**config.mk**
```make
export PLATFORM = sky130hd
export DESIGN_NAME = tac_touch_ctrl
export DESIGN_NICKNAME = d
export VERILOG_FILES = /design/src/tac_pkg.sv /design/src/tac_touch_ctrl.sv
export SDC_FILE = /design/constraint.sdc
export NUM_CORES = 1
export LEC_CHECK = 0
export BUFFER_PORTS_ARGS = -buffer_cell sky130_fd_sc_hd__buf_2
export CAP_MARGIN = 20
export CORE_MARGIN = 2
export CORE_UTILIZATION = 53
export CTS_CLUSTER_SIZE = 30
export DETAILED_ROUTE_END_ITERATION = 7
export PLACE_DENSITY = 0.79
export SLEW_MARGIN = 20
export SYNTH_ARGS = -nofsm -noshare
export SYNTH_HDL_FRONTEND = slang
export SYNTH_SLANG_ARGS = --single-unit
```
**constraint.sdc**
```tcl
create_clock -name aclk -period 2.15 [get_ports aclk]
set_input_delay 0.215 -clock aclk [delete_from_list [all_inputs] [get_ports aclk]]
set_output_delay 0.215 -clock aclk [all_outputs]
set_load 0.03 [all_outputs]
```
**src/tac_pkg.sv**
```systemverilog
package tac_pkg;
  // Control byte layout
  localparam int unsigned START_BIT   = 7;
  localparam int unsigned CHAN_MSB    = 6;
  localparam int unsigned CHAN_LSB    = 4;
  localparam int unsigned MODE_BIT    = 3;
  localparam int unsigned REF_SEL_BIT = 2;
  localparam int unsigned REF_PWR_BIT = 1;
  localparam int unsigned ADC_PWR_BIT = 0;
  localparam logic [2:0]  CHAN_A0_CNT = 3'h3;
  localparam logic [2:0]  CHAN_END_CNT = 3'h7;
  // Result lengths and least command spacing in serial clocks
  localparam logic [3:0]  BITS_12     = 4'hc;
  localparam logic [3:0]  BITS_8      = 4'h8;
  localparam int unsigned SPACING_12  = 15;
  localparam int unsigned SPACING_8   = 11;
  // Channel codes
  localparam logic [2:0]  CH_TEMP0    = 3'h0;
  localparam logic [2:0]  CH_YPOS     = 3'h1;
  localparam logic [2:0]  CH_VBAT     = 3'h2;
  localparam logic [2:0]  CH_Z1       = 3'h3;
  localparam logic [2:0]  CH_Z2       = 3'h4;
  localparam logic [2:0]  CH_XPOS     = 3'h5;
  localparam logic [2:0]  CH_AUX      = 3'h6;
  localparam logic [2:0]  CH_TEMP1    = 3'h7;
  // Driver switch vector {x_plus, x_minus, y_plus, y_minus}
  localparam logic [3:0]  DRV_NONE    = 4'h0;
  localparam logic [3:0]  DRV_X       = 4'hc;
  localparam logic [3:0]  DRV_Y       = 4'h3;
  localparam logic [3:0]  DRV_Z       = 4'h6;
  localparam logic [3:0]  DRV_YN      = 4'h1;
  // Register map
  localparam logic [7:0]  ADDR_RESULT = 8'h00;
  localparam logic [7:0]  ADDR_STATUS = 8'h04;
  localparam logic [11:0] RESULT_RST  = 12'h000;
  localparam logic [1:0]  RESP_OKAY   = 2'h0;
  localparam logic [1:0]  RESP_SLVERR = 2'h2;
  // Status fields
  localparam int unsigned ST_BUSY     = 8;
  localparam int unsigned ST_REF      = 9;
  localparam int unsigned ST_ADC      = 10;
  localparam int unsigned ST_PEN_EN   = 11;
  localparam int unsigned ST_PEN_IRQ  = 12;
  localparam int unsigned ST_ACQ      = 13;
endpackage

```
**src/tac_touch_ctrl.sv**
```systemverilog
`timescale 1ns/1ps
// Notes on behaviour
// - First high input bit starts control byte
// - Input ignored until a start bit arrives
// - Next byte may start every 15/11 clocks
// - Channel bits with reference mode set switches
// - Bit 3 low twelve bits, high eight
// - Bit 2 high single-ended, low differential
// - Single-ended uses reference pin, else drivers
// - Power bits steer converter and reference separately
// - Converter needs no wake-up delay
// - Reference power latched as busy rises
// - Power 00: sleep between conversions, pen enabled
// - Power 01: reference off, converter on, pen off; converter here is on only while chip select is low
// - Power 10: reference on, converter down, pen on
// - Power 11: all on, pen disabled; converter here is still off while chip select is high
// - Idle low-bit zero: Y-minus on, pen sense
// - Touch pulls pen interrupt low
// - Touch measurements disconnect pen pull-up
// - Pen output low during touch measurements
// - Pen output high during other measurements
// - Low power bit one disables pen detect
// - Pen re-enabled after last result bit out
// - Acquire after channel bits, convert four later
// - Chip select high aborts, reference kept
module tac_touch_ctrl (
  input  wire logic        aclk,
  input  wire logic        aresetn,
  input  wire logic [7:0]  s_axi_awaddr,
  input  wire logic        s_axi_awvalid,
  output logic             s_axi_awready,
  input  wire logic [31:0] s_axi_wdata,
  input  wire logic [3:0]  s_axi_wstrb,
  input  wire logic        s_axi_wvalid,
  output logic             s_axi_wready,
  output logic [1:0]       s_axi_bresp,
  output logic             s_axi_bvalid,
  input  wire logic        s_axi_bready,
  input  wire logic [7:0]  s_axi_araddr,
  input  wire logic        s_axi_arvalid,
  output logic             s_axi_arready,
  output logic [31:0]      s_axi_rdata,
  output logic [1:0]       s_axi_rresp,
  output logic             s_axi_rvalid,
  input  wire logic        s_axi_rready,
  input  wire logic        chip_select_n,
  input  wire logic        serial_clock,
  input  wire logic        serial_in,
  input  wire logic        x_plus_input,
  output logic             serial_out,
  output logic             serial_out_oe,
  output logic             busy,
  output logic             busy_oe,
  output logic             pen_irq_n,
  output logic [2:0]       mux_channel,
  output logic [3:0]       driver_switches,
  output logic             ref_differential,
  output logic             ref_power_on,
  output logic             adc_power_on,
  output logic             pen_pullup_on,
  output logic             acquiring
);
  typedef enum logic [1:0] {CV_OFF, CV_START, CV_SHIFT} tac_cv_type;

  function automatic logic is_touch_chan(input logic [2:0] ch);
    is_touch_chan = (ch == tac_pkg::CH_XPOS) || (ch == tac_pkg::CH_YPOS) ||
                    (ch == tac_pkg::CH_Z1) || (ch == tac_pkg::CH_Z2);
  endfunction

  function automatic logic [3:0] drv_lookup(input logic [2:0] ch, input logic diff, input logic conv);
    logic [3:0] d;
    d = tac_pkg::DRV_NONE;
    case (ch)
      tac_pkg::CH_XPOS: d = tac_pkg::DRV_X;
      tac_pkg::CH_YPOS: d = tac_pkg::DRV_Y;
      tac_pkg::CH_Z1,
      tac_pkg::CH_Z2:   d = tac_pkg::DRV_Z;
      default:          d = tac_pkg::DRV_NONE;
    endcase
    // Single-ended drivers turn off once the sample is held
    if (conv && !diff) begin
      d = tac_pkg::DRV_NONE;
    end
    drv_lookup = d;
  endfunction

  // Two-stage synchronisers, third stage for edge detection
  logic [2:0] cs_sync_q;
  logic [2:0] clk_sync_q;
  logic [1:0] din_sync_q;
  logic [1:0] xp_sync_q;

  always_ff @(posedge aclk) begin
    if (!aresetn) begin
      cs_sync_q  <= 3'h7;
      clk_sync_q <= 3'h0;
      din_sync_q <= 2'h0;
      xp_sync_q  <= 2'h3;
    end else begin
      cs_sync_q  <= {cs_sync_q[1:0], chip_select_n};
      clk_sync_q <= {clk_sync_q[1:0], serial_clock};
      din_sync_q <= {din_sync_q[0], serial_in};
      xp_sync_q  <= {xp_sync_q[0], x_plus_input};
    end
  end

  logic cs_n_s;
  logic cs_rise;
  logic sclk_rise;
  logic sclk_fall;
  logic din_s;
  assign cs_n_s    = cs_sync_q[1];
  assign cs_rise   = cs_sync_q[1] && !cs_sync_q[2];
  assign sclk_rise = clk_sync_q[1] && !clk_sync_q[2] && !cs_n_s;
  assign sclk_fall = !clk_sync_q[1] && clk_sync_q[2] && !cs_n_s;
  assign din_s     = din_sync_q[1];

  // Command receiver
  logic        rx_act_q;
  logic [2:0]  rx_cnt_q;
  logic [6:0]  rx_sr_q;
  logic [7:0]  cmd_q;
  logic        cmd_seen_q;
  logic [2:0]  chan_q;
  logic        acq_q;
  logic        byte_done;
  assign byte_done = sclk_rise && rx_act_q && (rx_cnt_q == tac_pkg::CHAN_END_CNT);

  always_ff @(posedge aclk) begin
    if (!aresetn || cs_rise) begin
      rx_act_q <= 1'b0;
      rx_cnt_q <= 3'h0;
      rx_sr_q  <= 7'h00;
      acq_q    <= 1'b0;
    end else if (sclk_rise) begin
      if (!rx_act_q) begin
        if (din_s) begin
          rx_act_q <= 1'b1;
          rx_cnt_q <= 3'h1;
        end
      end else begin
        rx_sr_q  <= {rx_sr_q[5:0], din_s};
        rx_cnt_q <= rx_cnt_q + 3'h1;
        if (rx_cnt_q == tac_pkg::CHAN_A0_CNT) begin
          acq_q <= 1'b1;
        end
        if (byte_done) begin
          rx_act_q <= 1'b0;
          acq_q    <= 1'b0;
        end
      end
    end
  end

  always_ff @(posedge aclk) begin
    if (!aresetn) begin
      chan_q <= tac_pkg::CH_TEMP0;
    end else if (sclk_rise && rx_act_q && rx_cnt_q == tac_pkg::CHAN_A0_CNT) begin
      chan_q <= {rx_sr_q[1:0], din_s};
    end
  end

  always_ff @(posedge aclk) begin
    if (!aresetn) begin
      cmd_q      <= 8'h00;
      cmd_seen_q <= 1'b0;
    end else if (byte_done) begin
      cmd_q      <= {1'b1, rx_sr_q[5:0], din_s};
      cmd_seen_q <= 1'b1;
    end
  end

  // Conversion sequencer on serial clock falling edges
  tac_cv_type  cv_q;
  logic [3:0]  cv_cnt_q;
  logic [3:0]  cv_bits;
  logic [11:0] result_q;
  logic [11:0] shift_q;
  logic        busy_q;
  logic        dout_q;
  logic        ref_on_q;
  logic        pen_en_q;
  logic        cv_last;
  assign cv_bits = cmd_q[tac_pkg::MODE_BIT] ? tac_pkg::BITS_8 : tac_pkg::BITS_12;
  assign cv_last = sclk_fall && (cv_q == CV_SHIFT) && (cv_cnt_q == cv_bits - 4'h1);

  always_ff @(posedge aclk) begin
    if (!aresetn || cs_rise) begin
      cv_q     <= CV_OFF;
      cv_cnt_q <= 4'h0;
      busy_q   <= 1'b0;
      dout_q   <= 1'b0;
      shift_q  <= 12'h000;
    end else if (byte_done) begin
      cv_q <= CV_START;
    end else if (sclk_fall) begin
      case (cv_q)
        CV_START: begin
          busy_q   <= 1'b1;
          cv_cnt_q <= 4'h0;
          cv_q     <= CV_SHIFT;
          shift_q  <= cmd_q[tac_pkg::MODE_BIT] ? {result_q[11:4], 4'h0} : result_q;
        end
        CV_SHIFT: begin
          busy_q   <= 1'b0;
          dout_q   <= shift_q[11];
          shift_q  <= {shift_q[10:0], 1'b0};
          cv_cnt_q <= cv_cnt_q + 4'h1;
          if (cv_last) begin
            cv_q <= CV_OFF;
          end
        end
        default: begin
          dout_q <= 1'b0;
        end
      endcase
    end
  end

  always_ff @(posedge aclk) begin
    if (!aresetn) begin
      ref_on_q <= 1'b0;
    end else if (sclk_fall && cv_q == CV_START && !byte_done && !cs_rise) begin
      ref_on_q <= cmd_q[tac_pkg::REF_PWR_BIT];
    end
  end

  always_ff @(posedge aclk) begin
    if (!aresetn) begin
      pen_en_q <= 1'b1;
    end else if (byte_done && din_s) begin
      pen_en_q <= 1'b0;
    end else if (cv_last && !cs_rise && !cmd_q[tac_pkg::ADC_PWR_BIT]) begin
      pen_en_q <= 1'b1;
    end
  end

  // Analog switch control
  logic meas;
  logic touch_meas;
  logic idle_pd;
  logic converting;
  assign converting = (cv_q != CV_OFF);
  assign meas       = acq_q || converting;
  assign touch_meas = meas && is_touch_chan(chan_q);
  assign idle_pd    = !meas && !(cmd_seen_q && cmd_q[tac_pkg::ADC_PWR_BIT]);

  always_ff @(posedge aclk) begin
    if (!aresetn) begin
      driver_switches  <= tac_pkg::DRV_YN;
      mux_channel      <= tac_pkg::CH_TEMP0;
      ref_differential <= 1'b0;
      pen_pullup_on    <= 1'b1;
      adc_power_on     <= 1'b0;
    end else begin
      mux_channel      <= chan_q;
      ref_differential <= !cmd_q[tac_pkg::REF_SEL_BIT];
      pen_pullup_on    <= !touch_meas;
      adc_power_on     <= !cs_n_s && !idle_pd;
      if (meas) begin
        driver_switches <= drv_lookup(chan_q, !cmd_q[tac_pkg::REF_SEL_BIT], converting);
      end else if (idle_pd) begin
        driver_switches <= tac_pkg::DRV_YN;
      end else begin
        driver_switches <= tac_pkg::DRV_NONE;
      end
    end
  end

  always_ff @(posedge aclk) begin
    if (!aresetn) begin
      pen_irq_n <= 1'b1;
    end else if (touch_meas) begin
      pen_irq_n <= 1'b0;
    end else if (meas) begin
      pen_irq_n <= 1'b1;
    end else begin
      pen_irq_n <= !(pen_en_q && !xp_sync_q[1]);
    end
  end

  assign serial_out    = dout_q;
  assign serial_out_oe = !cs_n_s;
  assign busy          = busy_q;
  assign busy_oe       = !cs_n_s;
  assign ref_power_on  = ref_on_q;
  assign acquiring     = acq_q;

  // AXI4-Lite slave
  logic       aw_got_q;
  logic       w_got_q;
  logic [7:0] awaddr_q;
  logic [31:0] wdata_q;
  logic [3:0] wstrb_q;
  logic [31:0] status_w;
  assign s_axi_awready = !aw_got_q && !s_axi_bvalid;
  assign s_axi_wready  = !w_got_q && !s_axi_bvalid;
  assign s_axi_arready = !s_axi_rvalid;
  assign status_w = {18'h00000, acq_q, pen_irq_n, pen_en_q, adc_power_on, ref_on_q, busy_q, cmd_q};

  always_ff @(posedge aclk) begin
    if (!aresetn) begin
      aw_got_q     <= 1'b0;
      w_got_q      <= 1'b0;
      awaddr_q     <= 8'h00;
      wdata_q      <= 32'h00000000;
      wstrb_q      <= 4'h0;
      s_axi_bvalid <= 1'b0;
      s_axi_bresp  <= tac_pkg::RESP_OKAY;
      result_q     <= tac_pkg::RESULT_RST;
    end else begin
      if (s_axi_awvalid && s_axi_awready) begin
        aw_got_q <= 1'b1;
        awaddr_q <= s_axi_awaddr;
      end
      if (s_axi_wvalid && s_axi_wready) begin
        w_got_q <= 1'b1;
        wdata_q <= s_axi_wdata;
        wstrb_q <= s_axi_wstrb;
      end
      if (aw_got_q && w_got_q) begin
        aw_got_q     <= 1'b0;
        w_got_q      <= 1'b0;
        s_axi_bvalid <= 1'b1;
        if (awaddr_q == tac_pkg::ADDR_RESULT) begin
          s_axi_bresp <= tac_pkg::RESP_OKAY;
          if (wstrb_q[0]) begin
            result_q[7:0] <= wdata_q[7:0];
          end
          if (wstrb_q[1]) begin
            result_q[11:8] <= wdata_q[11:8];
          end
        end else if (awaddr_q == tac_pkg::ADDR_STATUS) begin
          s_axi_bresp <= tac_pkg::RESP_OKAY;
        end else begin
          s_axi_bresp <= tac_pkg::RESP_SLVERR;
        end
      end else if (s_axi_bvalid && s_axi_bready) begin
        s_axi_bvalid <= 1'b0;
      end
    end
  end

  always_ff @(posedge aclk) begin
    if (!aresetn) begin
      s_axi_rvalid <= 1'b0;
      s_axi_rdata  <= 32'h00000000;
      s_axi_rresp  <= tac_pkg::RESP_OKAY;
    end else if (s_axi_arvalid && s_axi_arready) begin
      s_axi_rvalid <= 1'b1;
      if (s_axi_araddr == tac_pkg::ADDR_RESULT) begin
        s_axi_rdata <= {20'h00000, result_q};
        s_axi_rresp <= tac_pkg::RESP_OKAY;
      end else if (s_axi_araddr == tac_pkg::ADDR_STATUS) begin
        s_axi_rdata <= status_w;
        s_axi_rresp <= tac_pkg::RESP_OKAY;
      end else begin
        s_axi_rdata <= 32'h00000000;
        s_axi_rresp <= tac_pkg::RESP_SLVERR;
      end
    end else if (s_axi_rvalid && s_axi_rready) begin
      s_axi_rvalid <= 1'b0;
    end
  end

  // Checks
  start_ignore_a: assert property (@(posedge aclk) disable iff (!aresetn)
    (sclk_rise && !rx_act_q && !din_s) |=> !rx_act_q)
    else $error("low bit started a command");

  start_bit_a: assert property (@(posedge aclk) disable iff (!aresetn)
    (sclk_rise && !rx_act_q && din_s && !cs_rise) |=> (rx_act_q && rx_cnt_q == 3'h1))
    else $error("start bit not taken");

  ref_latch_a: assert property (@(posedge aclk) disable iff (!aresetn)
    $rose(busy_q) |-> (ref_on_q == cmd_q[tac_pkg::REF_PWR_BIT]))
    else $error("reference power not latched at busy");

  pen_low_a: assert property (@(posedge aclk) disable iff (!aresetn)
    touch_meas |=> !pen_irq_n)
    else $error("pen output not low in touch measurement");

  pen_high_a: assert property (@(posedge aclk) disable iff (!aresetn)
    (meas && !touch_meas) |=> pen_irq_n)
    else $error("pen output not high in other measurement");

  cs_abort_a: assert property (@(posedge aclk) disable iff (!aresetn)
    cs_rise |=> (cv_q == CV_OFF && !busy_q && !rx_act_q && $stable(ref_on_q)))
    else $error("chip select did not abort");

  pen_off_a: assert property (@(posedge aclk) disable iff (!aresetn)
    (byte_done && din_s) |=> !pen_en_q)
    else $error("pen detect not disabled");

  pen_back_a: assert property (@(posedge aclk) disable iff (!aresetn)
    (cv_last && !cs_rise && !cmd_q[tac_pkg::ADC_PWR_BIT] && !byte_done) |=> pen_en_q)
    else $error("pen detect not re-enabled");

  yminus_idle_a: assert property (@(posedge aclk) disable iff (!aresetn)
    (idle_pd && $past(idle_pd)) |-> (driver_switches == tac_pkg::DRV_YN && pen_pullup_on))
    else $error("Y-minus not on in power down");

  shift_len_a: assert property (@(posedge aclk) disable iff (!aresetn)
    (sclk_fall && cv_q == CV_SHIFT && !cs_rise &&
     cv_cnt_q == (cmd_q[tac_pkg::MODE_BIT] ? (tac_pkg::BITS_8 - 4'h1) : (tac_pkg::BITS_12 - 4'h1)))
    |=> (cv_q == CV_OFF))
    else $error("wrong result length");
endmodule

```
==> insert_results.sql <==
INSERT INTO impl_metrics (metric_group, metric, value, unit) VALUES
('cells_and_area', 'postLayoutCellArea', '6310', 'sq um'),
('cells_and_area', 'drive_above_1_share', '0.205', ''),
('setup_path', 'critical_path.max_fanout', '14', ''),
('synthesis', 'synth_simple_gate_area_share', '0.237', ''),
('floorplanning', 'core-area', '9150', 'sq um'),
('placed_design', 'placed_cells_incl_taps', '726', ''),
('synthesis', 'synth.top_cell.area_share', '0.483', ''),
('clocking', 'tritoncts', 'yes', ''),
('global_routing', 'global_route.overflow_total', '0', ''),
('floorplanning', 'initial_utilization', '0.539', ''),
('power', 'power.density', '886', 'nW/um^2'),
('min_path', 'hold_class', 'in2reg', ''),
('placed_design', 'gp_congestion', '0.856', ''),
('clocking', 'ctsLongestPathBuffers', '2', ''),
('detailed_routing', 'drt-total-wl', '12900', 'um'),
('synthesis', 'synth_seq_cells', '119', ''),
('clocking', 'source_to_sink_clock_delay_at_the_later_pin_of_the_worst_skew_pair', '520', 'ps'),
('sta', 'slew-limit-headroom', '0.518', ''),
('synthesis', 'ys_seq_area_frac', '0.483', ''),
('synthesis', 'syn_area_per_cell', '8.93', 'sq um'),
('power', 'power_leakage', '0.00254', 'uW'),
('detailed_routing', 'post_drt_via_cell_ratio', '5.62', ''),
('detailed_routing', 'remaining_drc_errors', '0', ''),
('sta', 'achievable-frequency', '0.524', 'GHz'),
('setup_path', 'number_of_cells_on_the_critical_path', '3', ''),
('cells_and_area', 'layout.cells.non_filler', '785', ''),
('cells_and_area', 'n_antenna_cell', '0', ''),
('clocking', 'post_cts.repair.setup_buffers', '0', ''),
('placed_design', 'port-buffer-count', '78', ''),
('clocking', 'cts_num_sinks', '119', ''),
('floorplanning', 'core.rowCount', '35', ''),
('cells_and_area', 'area_growth', '27.8', '%'),
('synthesis', 'post-synth-top-area-cell', 'dfxtp_1', ''),
('power', 'worst_ir_drop_vdd', '591', 'uV'),
('sta', 'grt_setup_unrepaired', 'false', ''),
('floorplanning', 'fp.dieH', '101', 'um'),
('detailed_routing', 'drt_first_pass_iters', '5', ''),
('setup_path', 'slowest_stage', 'nand4_1', ''),
('global_routing', 'grt_first_pass_wirelength', '20500', 'um'),
('sta', 'max_slew.worst_pin.slew', '722', 'ps'),
('synthesis', 'synthAdderAreaFrac', '0.0177', ''),
('sta', 'period_share', '0.888', ''),
('synthesis', 'synth_xor_xnor_area_share', '0', ''),
('detailed_routing', 'drt.antenna.violating_nets', '0', ''),
('cells_and_area', 'finish.net_count', '732', ''),
('floorplanning', 'floorplan.die.width', '101', 'um'),
('setup_path', 'timing.critical_path.cells', 'nor2b_1 -> nand4_1 -> o211ai_1', ''),
('sta', 'final-hold-violation-count', '0', ''),
('power', 'total_power', '5590', 'uW'),
('sta', 'layout_min_cycle_time', '1910', 'ps'),
('setup_path', 'critical_path.top_delay_family', 'simple AND/OR/NAND/NOR gates', ''),
('synthesis', 'synth_enable_flop_cells', '0', ''),
('global_routing', 'pin_count_of_the_biggest_net_entering_global_routing', '26', ''),
('synthesis', 'synth.area.mux_share', '0.0588', ''),
('status', 'status', 'finished clean', ''),
('clocking', 'root_buffer', 'clkbuf_8', ''),
('synthesis', 'summed_instance_area_of_the_synthesized_netlist', '4940', 'sq um'),
('floorplanning', 'pin_count', '121', ''),
('setup_path', 'crit_path_start_kind', 'flop', ''),
('sta', 'max_slew_violation_total_from_the_final_report', '0', ''),
('global_routing', 'grt_antenna_before_repair', '0', ''),
('setup_path', 'critical_path_required', '2560', 'ps'),
('sta', 'final-setup-viol-count', '0', ''),
('setup_path', 'arrival', '2320', 'ps'),
('synthesis', 'post_synth_main_area_contributors', 'dfxtp_1 (48%), mux2i_1 (5.9%), nand2_1 (5.9%), a21oi_1 (4.2%), buf_4 (3.2%)', ''),
('clocking', 'worst_setup_hold_path_clk_slew', '60', 'ps'),
('cells_and_area', 'layout.filler_cells', '647', ''),
('global_routing', 'global_route.usage.total', '0.259', ''),
('detailed_routing', 'dr_total_vias', '4413', ''),
('floorplanning', 'die_area', '10100', 'sq um'),
('clocking', 'tritoncts.num_buffers', '17', '');
[where the power goes]
| part | leakage (uW) | total (uW) | switching [uW] | internal, uW |
|---|---|---|---|---|
| Combinational | 0.00127 | 378 | 234 | 143 |
| Sequential | 0.000966 | 2290 | 38.0 | 2250 |
| Clock | 0.000301 | 2930 | 966 | 1960 |
| Total | 0.00254 | 5590 | 1240 | 4360 |
[flip-flops by register name, summed over array words and instances (netlist names), 4 cells and up]
name and count:
cv_cnt_q 4, s_axi_rdata 14, awaddr_q 8, result_q 12, wdata_q 12, cmd_q 8
driver_switches 4, shift_q 12, rx_sr_q 6
[worst paths after layout]
check	from	end	slack [ps]
max reg2reg	s_axi_rvalid	s_axi_rdata[4]	240
max	s_axi_rvalid	s_axi_rdata[4]	240
min	aresetn	result_q[0]	200
min reg2reg	xp_sync_q[0]	xp_sync_q[1]	410
[worst reg2reg max path: stages (launching register included)]
cell,delay [ps]
dfxtp_1,340
nor2b_1,330
nand4_1,660
o211ai_1,480
[layer usage]
metal | up-vias | GRT usage | wire, um
li1 | 2103 | - | -
met1 | 2087 | 0.321 | 5450
met2 | 195 | 0.430 | 6370
met3 | 28 | 0.0680 | 856
met4 | 0 | 0.105 | 265
met5 | - | 0 | 0
[timing repair]
action / 4_1_cts / 5_1_grt
resized for setup: 0 / 0
endpoints found under the hold margin: 28 / 0
hold buffers: 28 / 0
setup endpoints to repair: 0 / 0
[metrics by stage]
step / setup slack [ps] / hold slack (ps)
after global placement: 462 / 389
after global routing: 213 / 215
after floorplan: 417 / 316
after CTS: 378 / 163
after detailed placement: 327 / 401
final: 240 / 196
[cell usage in the layout (no fill, tap or decap), types with 15 or more instances in the layout]
master | synthesis | layout
dfxtp_1 | 119 | 119
mux2i_1 | 29 | 29
conb_1 | 1 | 20
nand3_1 | 24 | 24
buf_2 | 1 | 78
nand4_1 | 17 | 17
nor2_1 | 31 | 31
a21oi_1 | 41 | 41
clkbuf_16 | 0 | 16
inv_1 | 26 | 26
nand2_1 | 77 | 77
buf_4 | 21 | 20
a211oi_1 | 15 | 15
dlygate4sd3_1 | 0 | 28
[cell families after synthesis]
group / Yosys count
compound gates: 98
mux: 29
simple gates: 218
other cells: 1
fa+ha+maj: 7
buf+inv: 81
flops: 119
[cell usage after synthesis (5+ instances only)]
master	n
dfxtp_1	119
nand2_1	77
a21oi_1	41
nor2_1	31
mux2i_1	29
clkbuf_1	28
inv_1	26
nand3_1	24
buf_4	21
nand4_1	17
a211oi_1	15
and3b_1	13
o211ai_1	13
o21ai_0	13
nand2b_1	11
and2_1	8
ha_1	7
nor3_1	7
nor3b_1	7
buf_1	5
[layout make-up]
| cell class | instances | area (sq um) | share of cell area |
|---|---|---|---|
| clock inverters | 9 | 148 | 0.0234 |
| repair buffers | 126 | 821 | 0.130 |
| clock buffers | 22 | 463 | 0.0734 |
| flip-flops and latches | 119 | 2380 | 0.377 |
| inverters | 26 | 97.6 | 0.0155 |
| well taps | 111 | 139 | 0.0220 |
| multi-input cells | 372 | 2260 | 0.358 |
(Power assumes the default switching activity.)
